--- config.mk ---
export PLATFORM = sky130hd
export DESIGN_NAME = hub_boot_mode_sequencer
export DESIGN_NICKNAME = d
export VERILOG_FILES = /design/src/core/cfg_merge_store.v /design/src/core/hub_boot_mode_sequencer.v
export VERILOG_INCLUDE_DIRS = /design/src /design/src/core
export SDC_FILE = /design/constraint.sdc
export NUM_CORES = 1
export LEC_CHECK = 0
export ABC_AREA = 1
export BUFFER_PORTS_ARGS = -buffer_cell sky130_fd_sc_hd__buf_2
export CELL_PAD_IN_SITES_DETAIL_PLACEMENT = 1
export CELL_PAD_IN_SITES_GLOBAL_PLACEMENT = 2
export CORE_UTILIZATION = 30
export CTS_CLUSTER_DIAMETER = 50
export CTS_CLUSTER_SIZE = 14
export DETAILED_ROUTE_END_ITERATION = 8
export PLACE_DENSITY = 0.76
export REMOVE_ABC_BUFFERS = 1
export SYNTH_ARGS = -nofsm -noshare
export SYNTH_HDL_FRONTEND = slang
export SYNTH_SLANG_ARGS = --single-unit
--- constraint.sdc ---
create_clock -name clk -period 5.3 [get_ports clk]
set_input_delay 0.53 -clock clk [delete_from_list [all_inputs] [get_ports clk]]
set_output_delay 0.53 -clock clk [all_outputs]
set_load 0.01 [all_outputs]
--- src/core/hub_boot_consts.vh ---
// Constants for the hub boot-mode sequencer: stage codes, flash layout, timing.
// Included by the design files; definitions only.
`ifndef HUB_BOOT_CONSTS_VH
`define HUB_BOOT_CONSTS_VH

`define ST_STANDBY 4'h0
`define ST_HARDWARE_INIT_STAGE 4'h1
`define ST_FW_FLASH 4'h2
`define ST_FW_SENSE 4'h3
`define ST_SOC_CFG 4'h4
`define ST_MERGE 4'h5
`define ST_IDLE 4'h6
`define ST_SUSPEND 4'h7
`define ST_CHARGER_DETECT_STAGE 4'h8
`define ST_ATTACH 4'h9
`define ST_NORMAL 4'hA

`define SIG_ADDR 16'hFFFA
`define EXEC_ADDR 16'h0000
`define SIG_WORD 32'h32444655
`define CFG_END_ADDR 8'hFF
`define FLASH_RATE_LOW_MHZ 30
`define FLASH_RATE_HIGH_MHZ 60
`define CLK_MHZ 250
`define CLK_NS 4
`define LOCK_TIME_NS 1000
`define LOCK_CYCLES ((`LOCK_TIME_NS + `CLK_NS - 1) / `CLK_NS)
`define SENSE_TIME_NS 2000
`define SENSE_CYCLES ((`SENSE_TIME_NS + `CLK_NS - 1) / `CLK_NS)
`define DEF_WORD 8'h00

`endif

--- src/core/cfg_merge_store.v ---
// Small configuration store: defaults, SoC-written and OTP words, merged on read.
// Assumes one clock, synchronous active-high clear from the sequencer.
`timescale 1ns/10ps
`default_nettype none
`include "hub_boot_consts.vh"

module cfg_merge_store #(
    parameter AW = 4,
    parameter DEPTH = 16
) (
    input wire clk,
    input wire clear,
    input wire wr_en,
    input wire [AW-1:0] wr_addr,
    input wire [7:0] wr_data,
    input wire [AW-1:0] rd_addr,
    input wire [7:0] otp_data,
    input wire otp_valid,
    output reg [7:0] rd_data
);
    reg [7:0] soc_mem [0:DEPTH-1];
    reg [DEPTH-1:0] soc_set_q;
    wire [7:0] soc_word;

    assign soc_word = soc_mem[rd_addr];

    always @(posedge clk) begin
        if (wr_en) begin
            soc_mem[wr_addr] <= wr_data;
        end
    end

    // Clearing only the valid bits lets the memory stay plain RAM
    always @(posedge clk) begin
        if (clear) begin
            soc_set_q <= {DEPTH{1'b0}};
        end else if (wr_en) begin
            soc_set_q[wr_addr] <= 1'b1;
        end
    end

    // Priority: SoC write over OTP over built-in default
    always @(posedge clk) begin
        if (clear) begin
            rd_data <= `DEF_WORD;
        end else if (soc_set_q[rd_addr]) begin
            rd_data <= soc_word;
        end else if (otp_valid) begin
            rd_data <= otp_data;
        end else begin
            rd_data <= `DEF_WORD;
        end
    end
endmodule
`default_nettype wire

--- src/core/hub_boot_mode_sequencer.v ---
// Operating-mode and boot-stage sequencer of a USB hub.
// Assumes flash reads, SMBus slave, OTP and charger detector sit outside and
// talk through plain request/done ports; pins are synchronised here.
// Summary of operation
// Reset input low: standby, regulators off, pads high impedance, only reset watched.
// Reset input high: run as configurable hub with charger detection.
// Standby keeps no configuration; everything re-initialised after reset rises.
// Hardware init enables core regulator, resets logic, locks PLL, latches straps.
// No SMBus response during hardware init.
// Leave hardware init only when a reference clock is present.
// Firmware init checks flash signature at 0xFFFA; valid runs external from 0x0000.
// Attached flash is 1 Mbit and supports 30 or 60 MHz.
// Flash port supports 1-bit and 2-bit transfers, modes 0 and 3.
// Without flash, weak pull-downs sense SMBus pull-ups.
// SMBus detected in firmware init moves to SoC configuration.
// SoC configuration waits with no timeout.
// SoC writes register 0xFF to end configuration.
// Merge defaults, SoC settings and OTP, then apply.
// After configuration go idle, then suspend without bus power or attach request.
// Bus power present: charger detect if enabled, else attach.
// Detection disabled skips to attach; enabled starts detection automatically.
// Detection done: attach, then normal mode.
// Reset low from any stage returns to standby.
// Soft disconnect holds the device in attach until negated.
// No SMBus during USB suspend.
// Keep-awake bit set keeps clock and SMBus through suspend.
// Speed strap low selects 30 MHz flash, high selects 60 MHz.
// Explicit stage state machine, forced to standby by reset.
`timescale 1ns/10ps
`default_nettype none
`include "hub_boot_consts.vh"

module hub_boot_mode_sequencer #(
    parameter CFG_AW = 4,
    parameter LOCK_CYCLES = `LOCK_CYCLES,
    parameter SENSE_CYCLES = `SENSE_CYCLES
) (
    input wire clk,
    input wire srst,
    input wire hw_reset_n,
    input wire ref_clock_in,
    input wire pll_locked,
    input wire flash_speed_strap,
    input wire flash_dual_strap,
    input wire flash_mode3_strap,
    input wire flash_done,
    input wire [31:0] flash_sig,
    output reg flash_rd_req,
    output reg [15:0] flash_addr,
    output reg flash_60mhz,
    output reg flash_dual,
    output reg flash_mode3,
    output reg ext_rom_en,
    output reg [15:0] exec_addr,
    input wire smb_clk_pin,
    input wire smb_dat_pin,
    output reg smb_pulldown_en,
    output wire smb_enable,
    input wire smb_wr,
    input wire [7:0] smb_addr,
    input wire [7:0] smb_data,
    input wire [7:0] otp_data,
    input wire otp_valid,
    output reg [CFG_AW-1:0] cfg_idx,
    output wire [7:0] cfg_word,
    output reg cfg_apply,
    output reg cfg_done,
    input wire vbus_pin,
    input wire attach_req,
    input wire soft_disconnect,
    input wire usb_suspend,
    input wire suspend_awake_bit,
    input wire chg_det_enable,
    input wire chg_det_done,
    output reg chg_det_start,
    output reg core_reg_en,
    output reg logic_reset,
    output reg pads_enable,
    output reg core_clk_en,
    output reg attach_en,
    output reg [3:0] stage
);
    localparam CW = 16;
    localparam [31:0] LOCK_M1 = LOCK_CYCLES - 1;
    localparam [31:0] SENSE_M1 = SENSE_CYCLES - 1;
    localparam [CW-1:0] LOCK_LAST = LOCK_M1[CW-1:0];
    localparam [CW-1:0] SENSE_LAST = SENSE_M1[CW-1:0];
    localparam [CFG_AW-1:0] CFG_LAST = {CFG_AW{1'b1}};

    reg [1:0] rst_s_q, ref_s_q, vbus_s_q, scl_s_q, sda_s_q;
    wire rst_ok, ref_ok, vbus_ok, bus_seen;
    reg [3:0] state_q, state_d;
    reg [CW-1:0] cnt_q;
    reg strap_taken_q;
    reg awake_q;
    wire cfg_wr;
    wire in_susp;

    // Pins from outside the clock domain pass two flops first
    always @(posedge clk) begin
        if (srst) begin
            rst_s_q <= 2'h0;
            ref_s_q <= 2'h0;
            vbus_s_q <= 2'h0;
            scl_s_q <= 2'h0;
            sda_s_q <= 2'h0;
        end else begin
            rst_s_q <= {rst_s_q[0], hw_reset_n};
            ref_s_q <= {ref_s_q[0], ref_clock_in};
            vbus_s_q <= {vbus_s_q[0], vbus_pin};
            scl_s_q <= {scl_s_q[0], smb_clk_pin};
            sda_s_q <= {sda_s_q[0], smb_dat_pin};
        end
    end
    assign rst_ok = rst_s_q[1];
    assign ref_ok = ref_s_q[1];
    assign vbus_ok = vbus_s_q[1];
    // Pull-ups win over pull-downs
    assign bus_seen = scl_s_q[1] & sda_s_q[1];

    function is_hub_stage;
        input [3:0] s;
        begin
            is_hub_stage = (s != `ST_STANDBY) && (s != `ST_HARDWARE_INIT_STAGE);
        end
    endfunction

    // SMBus gated in init
    // Off in suspend
    // Unless kept awake
    assign in_susp = (state_q == `ST_SUSPEND) || usb_suspend;
    assign smb_enable = is_hub_stage(state_q) && (!in_susp || awake_q);
    // Write to 0xFF ends config, not stored
    assign cfg_wr = smb_enable && smb_wr && (smb_addr != `CFG_END_ADDR) && (state_q == `ST_SOC_CFG);

    // Stage machine
    always @* begin
        state_d = state_q;
        case (state_q)
            `ST_STANDBY: begin
                // Reset high enters hub mode
                if (rst_ok) begin
                    state_d = `ST_HARDWARE_INIT_STAGE;
                end
            end
            `ST_HARDWARE_INIT_STAGE: begin
                // Needs reference clock
                // Clock may arrive long after the lock wait, so the count is a minimum
                if (cnt_q >= LOCK_LAST && pll_locked && ref_ok) begin
                    state_d = `ST_FW_FLASH;
                end
            end
            `ST_FW_FLASH: begin
                if (flash_done) begin
                    state_d = (flash_sig == `SIG_WORD) ? `ST_MERGE : `ST_FW_SENSE;
                end
            end
            `ST_FW_SENSE: begin
                // Bus found goes to SoC config
                if (cnt_q == SENSE_LAST) begin
                    state_d = bus_seen ? `ST_SOC_CFG : `ST_MERGE;
                end
            end
            `ST_SOC_CFG: begin
                // No timeout
                if (smb_enable && smb_wr && smb_addr == `CFG_END_ADDR) begin
                    state_d = `ST_MERGE;
                end
            end
            `ST_MERGE: begin
                if (cfg_idx == CFG_LAST && cnt_q[0]) begin
                    state_d = `ST_IDLE;
                end
            end
            `ST_IDLE, `ST_SUSPEND: begin
                // Bus power routes by charger enable
                if (vbus_ok) begin
                    state_d = chg_det_enable ? `ST_CHARGER_DETECT_STAGE : `ST_ATTACH;
                end else if (attach_req) begin
                    state_d = `ST_ATTACH;
                // Nothing present: suspend
                end else begin
                    state_d = `ST_SUSPEND;
                end
            end
            `ST_CHARGER_DETECT_STAGE: begin
                // Disabled mid-way skips to attach
                // Done goes to attach
                if (!chg_det_enable || chg_det_done) begin
                    state_d = `ST_ATTACH;
                end
            end
            `ST_ATTACH: begin
                // Held while soft disconnect
                if (!soft_disconnect) begin
                    state_d = `ST_NORMAL;
                end
            end
            `ST_NORMAL: begin
                if (soft_disconnect) begin
                    state_d = `ST_ATTACH;
                end
            end
            default: state_d = `ST_STANDBY;
        endcase
        // Reset low wins from any stage
        if (!rst_ok) begin
            state_d = `ST_STANDBY;
        end
    end

    always @(posedge clk) begin
        if (srst) begin
            state_q <= `ST_STANDBY;
            cnt_q <= {CW{1'b0}};
        end else begin
            state_q <= state_d;
            if (state_d != state_q) begin
                cnt_q <= {CW{1'b0}};
            end else if (cnt_q != {CW{1'b1}}) begin
                cnt_q <= cnt_q + 16'h0001;
            end
        end
    end

    // Hardware init actions, strap latch at first init cycle
    // Standby clears all settings
    // Speed strap picks flash rate
    always @(posedge clk) begin
        if (srst || state_q == `ST_STANDBY) begin
            strap_taken_q <= 1'b0;
            flash_60mhz <= 1'b0;
            flash_dual <= 1'b0;
            flash_mode3 <= 1'b0;
            awake_q <= 1'b0;
        end else begin
            if (state_q == `ST_HARDWARE_INIT_STAGE && !strap_taken_q) begin
                strap_taken_q <= 1'b1;
                flash_60mhz <= flash_speed_strap;
                // Width and mode from straps
                flash_dual <= flash_dual_strap;
                flash_mode3 <= flash_mode3_strap;
            end
            // Bit sampled before suspend only
            if (!in_susp) begin
                awake_q <= suspend_awake_bit;
            end
        end
    end

    // Signature read and boot source
    always @(posedge clk) begin
        if (srst || state_q == `ST_STANDBY) begin
            flash_rd_req <= 1'b0;
            flash_addr <= `EXEC_ADDR;
            ext_rom_en <= 1'b0;
            exec_addr <= `EXEC_ADDR;
        end else begin
            flash_rd_req <= (state_d == `ST_FW_FLASH) && !flash_done;
            flash_addr <= (state_d == `ST_FW_FLASH) ? `SIG_ADDR : `EXEC_ADDR;
            if (state_q == `ST_FW_FLASH && flash_done && flash_sig == `SIG_WORD) begin
                ext_rom_en <= 1'b1;
                exec_addr <= `EXEC_ADDR;
            end
        end
    end

    // Walk config words through merge and apply
    always @(posedge clk) begin
        if (srst || state_q != `ST_MERGE) begin
            cfg_idx <= {CFG_AW{1'b0}};
            cfg_apply <= 1'b0;
        end else begin
            // Apply on the second cycle, when the stored word matches cfg_idx
            cfg_apply <= !cnt_q[0];
            if (cnt_q[0] && cfg_idx != CFG_LAST) begin
                cfg_idx <= cfg_idx + {{(CFG_AW-1){1'b0}}, 1'b1};
            end
        end
    end

    cfg_merge_store #(
        .AW(CFG_AW),
        .DEPTH(1 << CFG_AW)
    ) u_store (
        .clk(clk),
        .clear(state_q == `ST_STANDBY),
        .wr_en(cfg_wr),
        .wr_addr(smb_addr[CFG_AW-1:0]),
        .wr_data(smb_data),
        .rd_addr(cfg_idx),
        .otp_data(otp_data),
        .otp_valid(otp_valid),
        .rd_data(cfg_word)
    );

    // Standby outputs all off except logic_reset, held high
    always @(posedge clk) begin
        if (srst) begin
            core_reg_en <= 1'b0;
            logic_reset <= 1'b1;
            pads_enable <= 1'b0;
            core_clk_en <= 1'b0;
            smb_pulldown_en <= 1'b0;
            chg_det_start <= 1'b0;
            attach_en <= 1'b0;
            cfg_done <= 1'b0;
            stage <= `ST_STANDBY;
        end else begin
            core_reg_en <= (state_d != `ST_STANDBY);
            logic_reset <= (state_d == `ST_STANDBY) || (state_q == `ST_STANDBY);
            pads_enable <= is_hub_stage(state_d);
            // Clock gated in suspend unless kept awake
            core_clk_en <= (state_d != `ST_STANDBY) && ((state_d != `ST_SUSPEND && !usb_suspend) || awake_q);
            smb_pulldown_en <= (state_d == `ST_FW_SENSE);
            // Detection starts automatically
            chg_det_start <= (state_d == `ST_CHARGER_DETECT_STAGE) && (state_q != `ST_CHARGER_DETECT_STAGE);
            attach_en <= (state_d == `ST_NORMAL);
            cfg_done <= (state_d == `ST_IDLE) || (cfg_done && state_d != `ST_STANDBY);
            stage <= state_d;
        end
    end
endmodule
`default_nettype wire

# Word level (Yosys, flattened, before mapping)
# Memory sizes are Yosys's and may differ from the RTL's. A register that Yosys moved wholly into a read port is not among the register bits.
# Index checks and enable logic that the tools add are counted.
# Widths: inputs -> output; s select.
# word_totals
reg_bits	90
mem_bits_rw	128
inputBits	76
out_inout_bits	63
memories	1
# op_classes
n_addsub	2
magnitude_cmp	4
eq_ne	28
muxes	26
bitwise_logic	2
reduce_logical	40
# memory_table
memory	words	word_bits	rd	rd_ports_with_merged_regs	write_ports	line	rtl
u_store.soc_mem	16	8	1	1	1	cfg_merge_store.v:21	reg [7:0] soc_mem [0:DEPTH-1];
# op_table
cell	count
$mux 4	13
$pmux 4 s10	1
$eq 32x30->1 const B	1
$eq 4x4->1 const B	6
$eq 4x3->1 const B	5
$logic_and 1x1->1	20
$add 16x1->16 const B	1
$eq 16x9->1 const B	1
$eq 4x2->1 const B	4
$ge 16x8->1 const B	1
$mux 16	1
$mux 8	2
$ne 16x16->1 const B	1
$or 16x16->16	1
$lt 4x5->1 const B	2
$eq 8x8->1 const B	1
$logic_not 4->1	2
$logic_or 1x1->1	8
$ne 4x1->1 const B	2
$ne 4x3->1 const B	2
$ne 4x4->1 const B	2
$ne 8x8->1 const B	1
$reduce_bool 4->1	2
$logic_not 1->1	6
other kinds (10)	16

# Longest topological paths before layout
# Gate-level depths: netlist of the first run.
# depth
depth_word	14
ltp_mapped	16
mapped_depth_nobuf	15

# Hierarchy
# From an unflattened synthesis of the first run, not the netlist that was laid out.
# unflattened
cells_unflattened	1178
hier_area_um2	9754.4
# by_module_without_submodules
mod	instances	cells_per_inst	area_per_inst_um2
cfg_merge_store	1	728	6737.7
hub_boot_mode_sequencer	1	450	3016.6

# Worst setup path before layout of the first run
# Ideal clock, no wire load.
# synth_timing
path_type	reg-to-reg
startpoint	reg, netlist name stage[2]
endpoint	mem u_store.soc_mem[15][0] (enable)
arrival_time_ns	1.651
setup_slack_ns	3.263
stages_incl_launch_ff	9
path_buffers	0
cell_sequence	dfxtp_1 -> inv_2 -> nand2_2 -> inv_2 -> nand2_1 -> nand3_1 -> nor2_1 -> nand2_1 -> nor3_1
# synth_lines
item	line
end, declared	cfg_merge_store.v:21

==> results of run 1 <==
## power by group
group	total, mW	leakage, nW	switching [mW]	internal (mW)
logic	0.105	2.09	0.0698	0.0353
registers	1.72	1.79	0.00534	1.71
clock network	1.85	0.445	0.780	1.07
total	3.67	4.32	0.856	2.82
## metrics by stage
stage	area, µm²	instances	util, %	worst slack, ns	total power, mW
6_report	10700	1476	36.3	2.63	3.67
5_1_grt	10700	1474	36.3	2.35	3.79
4_1_cts	10700	1474	36.3	2.61	3.71
3_5_place_dp	9810	1424	33.2	2.62	1.86
3_3_place_gp	9810	1424	33.2	2.68	1.86
2_1_floorplan	8690	910	-	2.61	1.80
## cell usage in the layout, fill, tap and decap left out, drive strengths merged, types with 6 or more instances in the layout
master    n
inv     109
o22ai    20
edfxtp  128
nand2   135
o221ai   13
xnor2     6
a21oi    40
dfxtp    79
conb     18
clkbuf   27
buf     124
o21ai    98
nand4    14
nor3      9
nor2    196
clkinv   13
xor2      9
nand3    28
## state kept, by name, indices dropped and copies added (netlist names), 2 cells and up, named ones only
register	flops
vbus_s_q	2
rst_s_q	2
cfg_idx	4
cnt_q	16
stage	4
scl_s_q	2
u_store.rd_data	8
u_store.soc_mem	128
sda_s_q	2
u_store.soc_set_q	16
ref_s_q	2
## critical path: stages (launching register included)
cell                      delay (ns)
sky130_fd_sc_hd__dfxtp_2        0.32
sky130_fd_sc_hd__buf_4          0.54
sky130_fd_sc_hd__inv_2          0.59
sky130_fd_sc_hd__o21ai_0        0.35
sky130_fd_sc_hd__o22ai_1        0.09
sky130_fd_sc_hd__o21ai_0        0.26
sky130_fd_sc_hd__nor2_1         0.07
sky130_fd_sc_hd__o21ai_0        0.18
sky130_fd_sc_hd__a21oi_1        0.08
## final cells by class
cell class | instances | area [µm²]
inverter | 105 | 394
antenna | 2 | 5.00
tap | 390 | 488
clock inverter | 23 | 250
sequential | 207 | 5430
clock buffer | 27 | 676
timing repair buffer | 124 | 631
fill | 3432 | 18800
multi-input combinational | 598 | 2870
## logic make-up after synthesis
kind of cell / share of synthesized area (%)
compound gates: 10.8
xor+xnor: 1.46
fa+ha+maj: 0.557
buf+inv: 8.47
flops: 60.3
other cells: 0.0417
simple gates: 18.3
## worst paths after layout
kind | startpoint | to | slack [ns] | depth (start not counted)
worst max register to register | flop | u_store.rd_data[4] | 2.63 | 8
worst max-delay path | flop | u_store.rd_data[4] | 2.63 | 8
worst min-delay path | hw_reset_n | rst_s_q[0] | 0.19 | 3
worst min register to register | vbus_s_q[0] | vbus_s_q[1] | 0.40 | 2
## routing by layer
metal / vias up / wire length, µm / track usage [%]
met4: 2 / 539 / 3.77
li1: 3363 / - / -
met3: 37 / 1590 / 3.74
met5: - / 13 / 0
met1: 3214 / 10800 / 21.1
met2: 173 / 10900 / 26.2
==> metrics.json, run 1 <==
{
  "status": {
    "status": "complete, no violations"
  },
  "cts": {
    "post_cts.resized_instances": 0,
    "cts-htree-levels": 1,
    "cts_hold_repair.buffers": 0,
    "clkSinkCount": 207,
    "cts_setup_buffers": 0,
    "numCtsBuffers": 27,
    "clock_latency_ns": 0.55,
    "cts.path.max_buffers": 3,
    "root_buffer": "sky130_fd_sc_hd__clkbuf_16",
    "clk_pin_slew_worst_paths_ns": 0.06,
    "cts_tree": "yes"
  },
  "logic_synthesis": {
    "post_synth_inst_count": 956,
    "synthMostInstantiatedCell": "sky130_fd_sc_hd__nor2_1",
    "async_reset_ff_share_pct": 0,
    "yosys_most_used_dff": "sky130_fd_sc_hd__edfxtp_1",
    "synth_top_cells_by_count": "sky130_fd_sc_hd__nor2_1, sky130_fd_sc_hd__edfxtp_1, sky130_fd_sc_hd__nand2_1",
    "syn-mean-instance-area_um2": 9.41,
    "post_synth_instance_area_um2": 8990,
    "yosys-top-cells-area": "sky130_fd_sc_hd__edfxtp_1, sky130_fd_sc_hd__dfxtp_1, sky130_fd_sc_hd__nor2_1",
    "synth_top_area_share_pct": 42.7,
    "synth_largest_area_cell": "sky130_fd_sc_hd__edfxtp_1",
    "synth_edf_count": 128,
    "postSynthRegisterBits": 207,
    "ys_types": 37,
    "yosys_warnings": 0,
    "synth.yosys.seq_area_share_pct": 60.3
  },
  "routing": {
    "final_routed_wirelength_across_all_metal_layers_mm": 23.9,
    "postRouteAntennaNets": 0,
    "first_iter_violations": 310,
    "vias": 6789,
    "first_pass_iters": 4,
    "route.detailed.vias_per_inst": 4.60,
    "route.detailed.drc": 0,
    "avgRoutedWirePerCell_um": 16.2
  },
  "sta": {
    "hold_viol_final": 0,
    "achievable-frequency_mhz": 375,
    "period_needed_ns": 2.67,
    "fin_crit_sh_pct": 50.3,
    "slew-limit-headroom_pct": 27.5,
    "setup_skew_after_layout_ns": 0.0209,
    "finalSetupTns_ns": 0,
    "final-setup-viol-count": 0,
    "finalHoldWorstSlack_ns": 0.193,
    "worstMarginPinSlew_ns": 1.09,
    "drv_slew": 0,
    "grt_setup_unrepaired": "no"
  },
  "power_and_ir_drop": {
    "vdd_ir_drop_max_mv": 0.190,
    "p_leak_nw": 4.32,
    "power.density_cell_area_nw_per_um2": 342
  },
  "grt": {
    "initial_antenna_violation_count": 3,
    "grt_overflow": 0,
    "number_of_global_route_vias_before_repair": 7075,
    "grt_pass1_wl_mm": 38.4,
    "gr-usage-all-layers_pct": 15.9,
    "largest_net_degree_at_the_start_of_global_routing": 66
  },
  "critical_path": {
    "sort_of_element_at_the_end_of_the_critical_path": "flop",
    "startpoint_type": "flop",
    "worstPathRequired_ns": 5.70,
    "worst_setup_path_class": "flop to flop",
    "worst_ep_arrival_time_ns": 3.06,
    "path_max_fanout": 65
  },
  "cells_and_area": {
    "drive_gt1_share_pct": 19.1,
    "nNetsFinal": 1143,
    "syn_to_final_growth_pct": 19.4
  },
  "floorplanning": {
    "die_area_um2": 30700,
    "die_width_um": 175,
    "die_height_um": 175,
    "fp-row-count": 63,
    "io_pins": 139,
    "initial_core_util_pct": 30.4,
    "core_area_um2": 29600
  },
  "placed_design": {
    "placement.io_buffers": 120,
    "post-dp-hpwl_mm": 16.5,
    "globalplace.congestion": 0.828
  },
  "hold_path": {
    "hp-class": "input port to flop"
  },
  "run": {
    "timing.max_cap.violations": 0
  }
}
No activity file was read; power rests on OpenSTA's default activity.
==> inputs of run 2 (changes only) <==
Settings changed: ABC_AREA 1 to 0, PLACE_DENSITY 0.76 to 0.7.
Clock period 5.3 ns to 2.6 ns, I/O delays scaled along.
==> run 2 against run 1 <==
Net effect:
- synthesized cell count decreased by 33%
- setup slack worse by 2.4 ns
- non-clock buffer count rose by 44
- final cell count shrank 19%
- critical path type unchanged
- largest power group is now sequential cells
- final area grew 1.5%
- first-iteration DRC count grew 23%
==> metrics.json, run 2 <==
{
  "sta": {
    "drv_slew": {"value": 0, "change": "unchanged"},
    "grt_setup_unrepaired": "no",
    "fin_crit_sh": {"value": 90.1, "unit": "%", "change": "+40 points"},
    "hold_viol_final": {"value": 0, "change": "unchanged"},
    "final-setup-viol-count": {"value": 0, "change": "unchanged"},
    "worstMarginPinSlew": {"value": 0.597, "unit": "ns", "change": "-0.490 ns"},
    "slew-limit-headroom": {"value": 60.1, "unit": "%", "change": "+33 points"},
    "achievable-frequency": {"value": 427, "unit": "MHz", "change": "+14%"},
    "setup_skew_after_layout": {"value": 0.0111, "unit": "ns", "change": "-0.00984 ns"},
    "period_needed": {"value": 2.34, "unit": "ns", "change": "-0.324 ns"}
  },
  "cells_and_area": {
    "antenna_cells_inserted": {"value": 0, "change": "-2"},
    "nNetsFinal": {"value": 875, "change": "-23%"},
    "largest_reg_flops": {"value": 128, "change": "unchanged"},
    "registers.top_by_ff_count": "u_store.soc_mem",
    "reg.largest.list": "u_store.soc_mem (128), cnt_q (16), u_store.soc_set_q (16)",
    "drive_gt1_share": {"value": 34.4, "unit": "%", "change": "+15 points"},
    "fin_cells": {"value": 1198, "change": "-19%"},
    "layout.cells.most_common": "sky130_fd_sc_hd__edfxtp_1",
    "syn_to_final_growth_pct": 22.6,
    "layout_common_cells": "sky130_fd_sc_hd__edfxtp_1, sky130_fd_sc_hd__buf_2, sky130_fd_sc_hd__dfxtp_1"
  },
  "routing": {
    "vias": {"value": 5733, "change": "-16%"},
    "first_iter_violations": {"value": 381, "change": "+23%"},
    "postRouteAntennaNets": {"value": 0, "change": "unchanged"},
    "route.detailed.drc": {"value": 0, "change": "unchanged"},
    "first_pass_iters": {"value": 4, "change": "unchanged"},
    "route.detailed.vias_per_inst": {"value": 4.79, "change": "+4.0%"},
    "final_routed_wirelength_across_all_metal_layers": {"value": 23.0, "unit": "mm", "change": "-3.8%"},
    "avgRoutedWirePerCell": {"value": 19.2, "unit": "µm", "change": "+18%"}
  },
  "logic_synthesis": {
    "synth.yosys.seq_area_share": {"value": 61.1, "unit": "%", "change": "+0.74 points"},
    "post_synth_instance_area": {"value": 8880, "unit": "µm²", "change": "-1.2%"},
    "syn-mean-instance-area": {"value": 13.8, "unit": "µm²", "change": "+47%"},
    "async_reset_ff_share": {"value": 0, "unit": "%", "change": "unchanged"},
    "post_synth_inst_count": {"value": 643, "change": "-33%"},
    "synthMostInstantiatedCell": "sky130_fd_sc_hd__edfxtp_1",
    "yosys-top-cells-area": "sky130_fd_sc_hd__edfxtp_1, sky130_fd_sc_hd__dfxtp_1, sky130_fd_sc_hd__mux4_2",
    "synth_top_cells_by_count": "sky130_fd_sc_hd__edfxtp_1, sky130_fd_sc_hd__dfxtp_1, sky130_fd_sc_hd__nor2_1",
    "yosys_warnings": {"value": 0, "change": "unchanged"},
    "ys_types": {"value": 70, "change": "+89%"},
    "synth_largest_area_cell": "sky130_fd_sc_hd__edfxtp_1",
    "synth_top_area_share": {"value": 43.3, "unit": "%", "change": "+0.52 points"},
    "yosys_most_used_dff": "sky130_fd_sc_hd__edfxtp_1",
    "postSynthRegisterBits": {"value": 207, "change": "unchanged"},
    "synth_edf_count": {"value": 128, "change": "unchanged"}
  },
  "hold_path": {
    "worst_min_delay_path_endpoint": "u_store.rd_data[7]",
    "hp-class": "input port to flop",
    "min_from": "otp_data[7]",
    "hold_path_depth": {"value": 5, "change": "+2"}
  },
  "critical_path": {
    "timing.critical_path.buf_inv": {"value": 0, "change": "-2"},
    "worstPathRequired": {"value": 2.99, "unit": "ns", "change": "-2.71 ns"},
    "r2r_setup_slack": {"value": 0.26, "unit": "ns", "change": "-2.38 ns"},
    "critical-path-max-stage-delay": {"value": 0.51, "unit": "ns", "change": "-0.08 ns"},
    "worst_r2r_endpoint": "cnt_q[2]",
    "critical_path.cell_chain": "ha_1 -> and4bb_2 -> nand4_2 -> and2_4 -> nand4bb_1 -> nand2_2 -> a211oi_1",
    "worst_setup_path_class": "flop to flop",
    "startpoint_type": "flop",
    "worst_r2r_path_depth": {"value": 7, "change": "-1"},
    "sort_of_element_at_the_end_of_the_critical_path": "flop",
    "path_max_fanout": {"value": 13, "change": "-80%"},
    "reg2reg_from": "cnt_q[0]",
    "worst_ep_arrival_time": {"value": 2.73, "unit": "ns", "change": "-0.33 ns"},
    "slowest_stage": "sky130_fd_sc_hd__dfxtp_1",
    "critical_path.top_delay_family": "simple AND/OR/NAND/NOR gates"
  },
  "floorplanning": {
    "fp-row-count": {"value": 62, "change": "-1.6%"},
    "die_area": {"value": 30300, "unit": "µm²", "change": "-1.2%"},
    "die_height": {"value": 174, "unit": "µm", "change": "-0.60%"},
    "core_area": {"value": 28900, "unit": "µm²", "change": "-2.1%"},
    "die_width": {"value": 174, "unit": "µm", "change": "-0.60%"},
    "initial_core_util": {"value": 30.7, "unit": "%", "change": "+0.28 points"},
    "io_pins": {"value": 139, "change": "unchanged"}
  },
  "power_and_ir_drop": {
    "internal_power": {"value": 5.60, "unit": "mW", "change": "+99%"},
    "p_leak": {"value": 3.85, "unit": "nW", "change": "-11%"},
    "power.share.sequential": {"value": 48.7, "unit": "%", "change": "+1.9 points"},
    "power_switching_share": {"value": 22.2, "unit": "%", "change": "-1.1 points"},
    "switching_power": {"value": 1.60, "unit": "mW", "change": "+87%"},
    "power.density_cell_area": {"value": 661, "unit": "nW/µm²", "change": "+93%"},
    "vdd_ir_drop_max": {"value": 0.393, "unit": "mV", "change": "+110%"},
    "power_frac_clock": {"value": 48.3, "unit": "%", "change": "-2.0 points"},
    "finalPower": {"value": 7.20, "unit": "mW", "change": "+96%"},
    "pwr-share-comb": {"value": 3.1, "unit": "%", "change": "+0.2 points"}
  },
  "placed_design": {
    "placement.io_buffers": {"value": 120, "change": "unchanged"},
    "post-dp-hpwl": {"value": 15.8, "unit": "mm", "change": "-4.4%"},
    "number_of_placed_instances_taps_included": {"value": 1142, "change": "-20%"},
    "globalplace.congestion": {"value": 0.817, "change": "-1.3%"}
  },
  "status": {
    "status": "complete, no violations"
  },
  "grt": {
    "gr-usage-all-layers": {"value": 15.1, "unit": "%", "change": "-0.85 points"},
    "grt_overflow": {"value": 0, "change": "unchanged"},
    "initial_antenna_violation_count": {"value": 0, "change": "-3"},
    "number_of_global_route_vias_before_repair": {"value": 5872, "change": "-17%"},
    "grt_pass1_wl": {"value": 34.8, "unit": "mm", "change": "-9.4%"},
    "largest_net_degree_at_the_start_of_global_routing": {"value": 33, "change": "-50%"}
  },
  "cts": {
    "cts_tree": "yes",
    "root_buffer": "sky130_fd_sc_hd__clkbuf_16",
    "clkSinkCount": {"value": 207, "change": "unchanged"},
    "cts_setup_buffers": {"value": 0, "change": "unchanged"},
    "cts-htree-levels": {"value": 1, "change": "unchanged"},
    "numCtsBuffers": {"value": 25, "change": "-7.4%"},
    "clk_pin_slew_worst_paths": {"value": 0.06, "unit": "ns", "change": "about the same"},
    "clock_latency": {"value": 0.52, "unit": "ns", "change": "-0.03 ns"},
    "cts.path.max_buffers": {"value": 3, "change": "unchanged"}
  },
  "run": {
    "timing.max_cap.violations": {"value": 0, "change": "unchanged"}
  }
}
-- run 2: cell count changes in the layout (fill, tap and decap cells not counted), moves of 10 or more --
cell                            previous run  this run
sky130_fd_sc_hd__o22ai_1                  20         0
sky130_fd_sc_hd__nor3_1                    9        20
sky130_fd_sc_hd__o221ai_1                 13         0
sky130_fd_sc_hd__dlygate4sd3_1             0        10
sky130_fd_sc_hd__a21oi_1                  39        24
sky130_fd_sc_hd__nor2b_1                   0        12
sky130_fd_sc_hd__buf_4                     4        36
sky130_fd_sc_hd__inv_1                    94         9
sky130_fd_sc_hd__mux4_2                    0        45
sky130_fd_sc_hd__nand2_1                 127        39
sky130_fd_sc_hd__o21ai_0                  90        12
sky130_fd_sc_hd__nor2_1                  184        65
-- run 2: how the worst max path moves through the flow --
stage | start | end | slack (ns) | cells past startpoint
finish | cnt_q[0] | cnt_q[2] | 0.26 | 7
floorplan | flop | u_store.rd_data[0] | -0.29 | 4
global route | stage[1] | cnt_q[0] | 0.08 | 6
detailed placement | stage[2] | cnt_q[5] | 0.11 | 5
global placement | stage[2] | cnt_q[3] | 0.21 | 5
CTS | stage[2] | cnt_q[2] | 0.12 | 5
-- run 2: timing repair --
action | 4_1_cts | 5_1_grt
endpoints found under the hold margin | 10 | 0
resized for setup | 0 | 1
endpoints found under the setup margin | 0 | 12
hold buffers | 10 | 0
-- run 2: cell type report --
type	count	area, µm²
fillers	3104	18000
flip-flops and latches	207	5430
multi-input cells	383	3110
repair buffers	168	1010
clock buffers	29	641
well taps	384	480
clock inverters	17	190
inverters	10	37.5
-- run 2: logic make-up after synthesis --
kind of cell	after synthesis	share of synthesized area [%]
compound gates	82	6.87
xor+xnor	14	1.38
fa+ha+maj	4	0.563
mux	48	11.8
buf+inv	70	5.04
flops	207	61.1
other cells	1	0.0422
simple gates	217	13.3
-- run 2: worst reg2reg max path, cell delays in order (launching register included) --
cell,delay (ns)
sky130_fd_sc_hd__dfxtp_1,0.51
sky130_fd_sc_hd__ha_1,0.25
sky130_fd_sc_hd__and4bb_2,0.24
sky130_fd_sc_hd__nand4_2,0.19
sky130_fd_sc_hd__and2_4,0.25
sky130_fd_sc_hd__nand4bb_1,0.29
sky130_fd_sc_hd__nand2_2,0.38
sky130_fd_sc_hd__a211oi_1,0.10
-- run 2: power by group through the flow --
| stage | logic, mW | registers (mW) | clock network, mW |
|---|---|---|---|
| 6_report | 0.220 | 3.50 | 3.48 |
| 5_1_grt | 0.244 | 3.50 | 3.69 |
| 4_1_cts | 0.222 | 3.50 | 3.57 |
| 3_5_place_dp | 0.210 | 3.58 | 0 |
| 3_3_place_gp | 0.206 | 3.58 | 0 |
| 2_1_floorplan | 0.0800 | 3.57 | 0 |
-- run 2: metrics by stage --
| step | TNS [ns] | util [%] | hold WS (ns) | setup WS [ns] | cell area [µm²] |
|---|---|---|---|---|---|
| finish | 0 | 37.7 | 0.0964 | 0.259 | 10900 |
| global route | 0 | 37.7 | 0.104 | 0.0769 | 10900 |
| CTS | 0 | 37.6 | 0.0764 | 0.121 | 10900 |
| detailed placement | 0 | 34.4 | 0.427 | 0.108 | 9960 |
| global placement | 0 | 34.4 | 0.423 | 0.215 | 9960 |
| floorplan | -2.31 | - | 0.329 | -0.290 | 8540 |
-- run 2: per-layer routing --
metal / share of wire, % / up-vias / wire (µm) / global-route usage, %
li1: - / 2700 / - / -
met1: 44 / 2833 / 10000 / 19.7
met2: 50 / 170 / 11400 / 26.0
met3: 4.9 / 30 / 1130 / 2.56
met4: 2.0 / 0 / 451 / 3.47
met5: 0 / - / 0 / 0
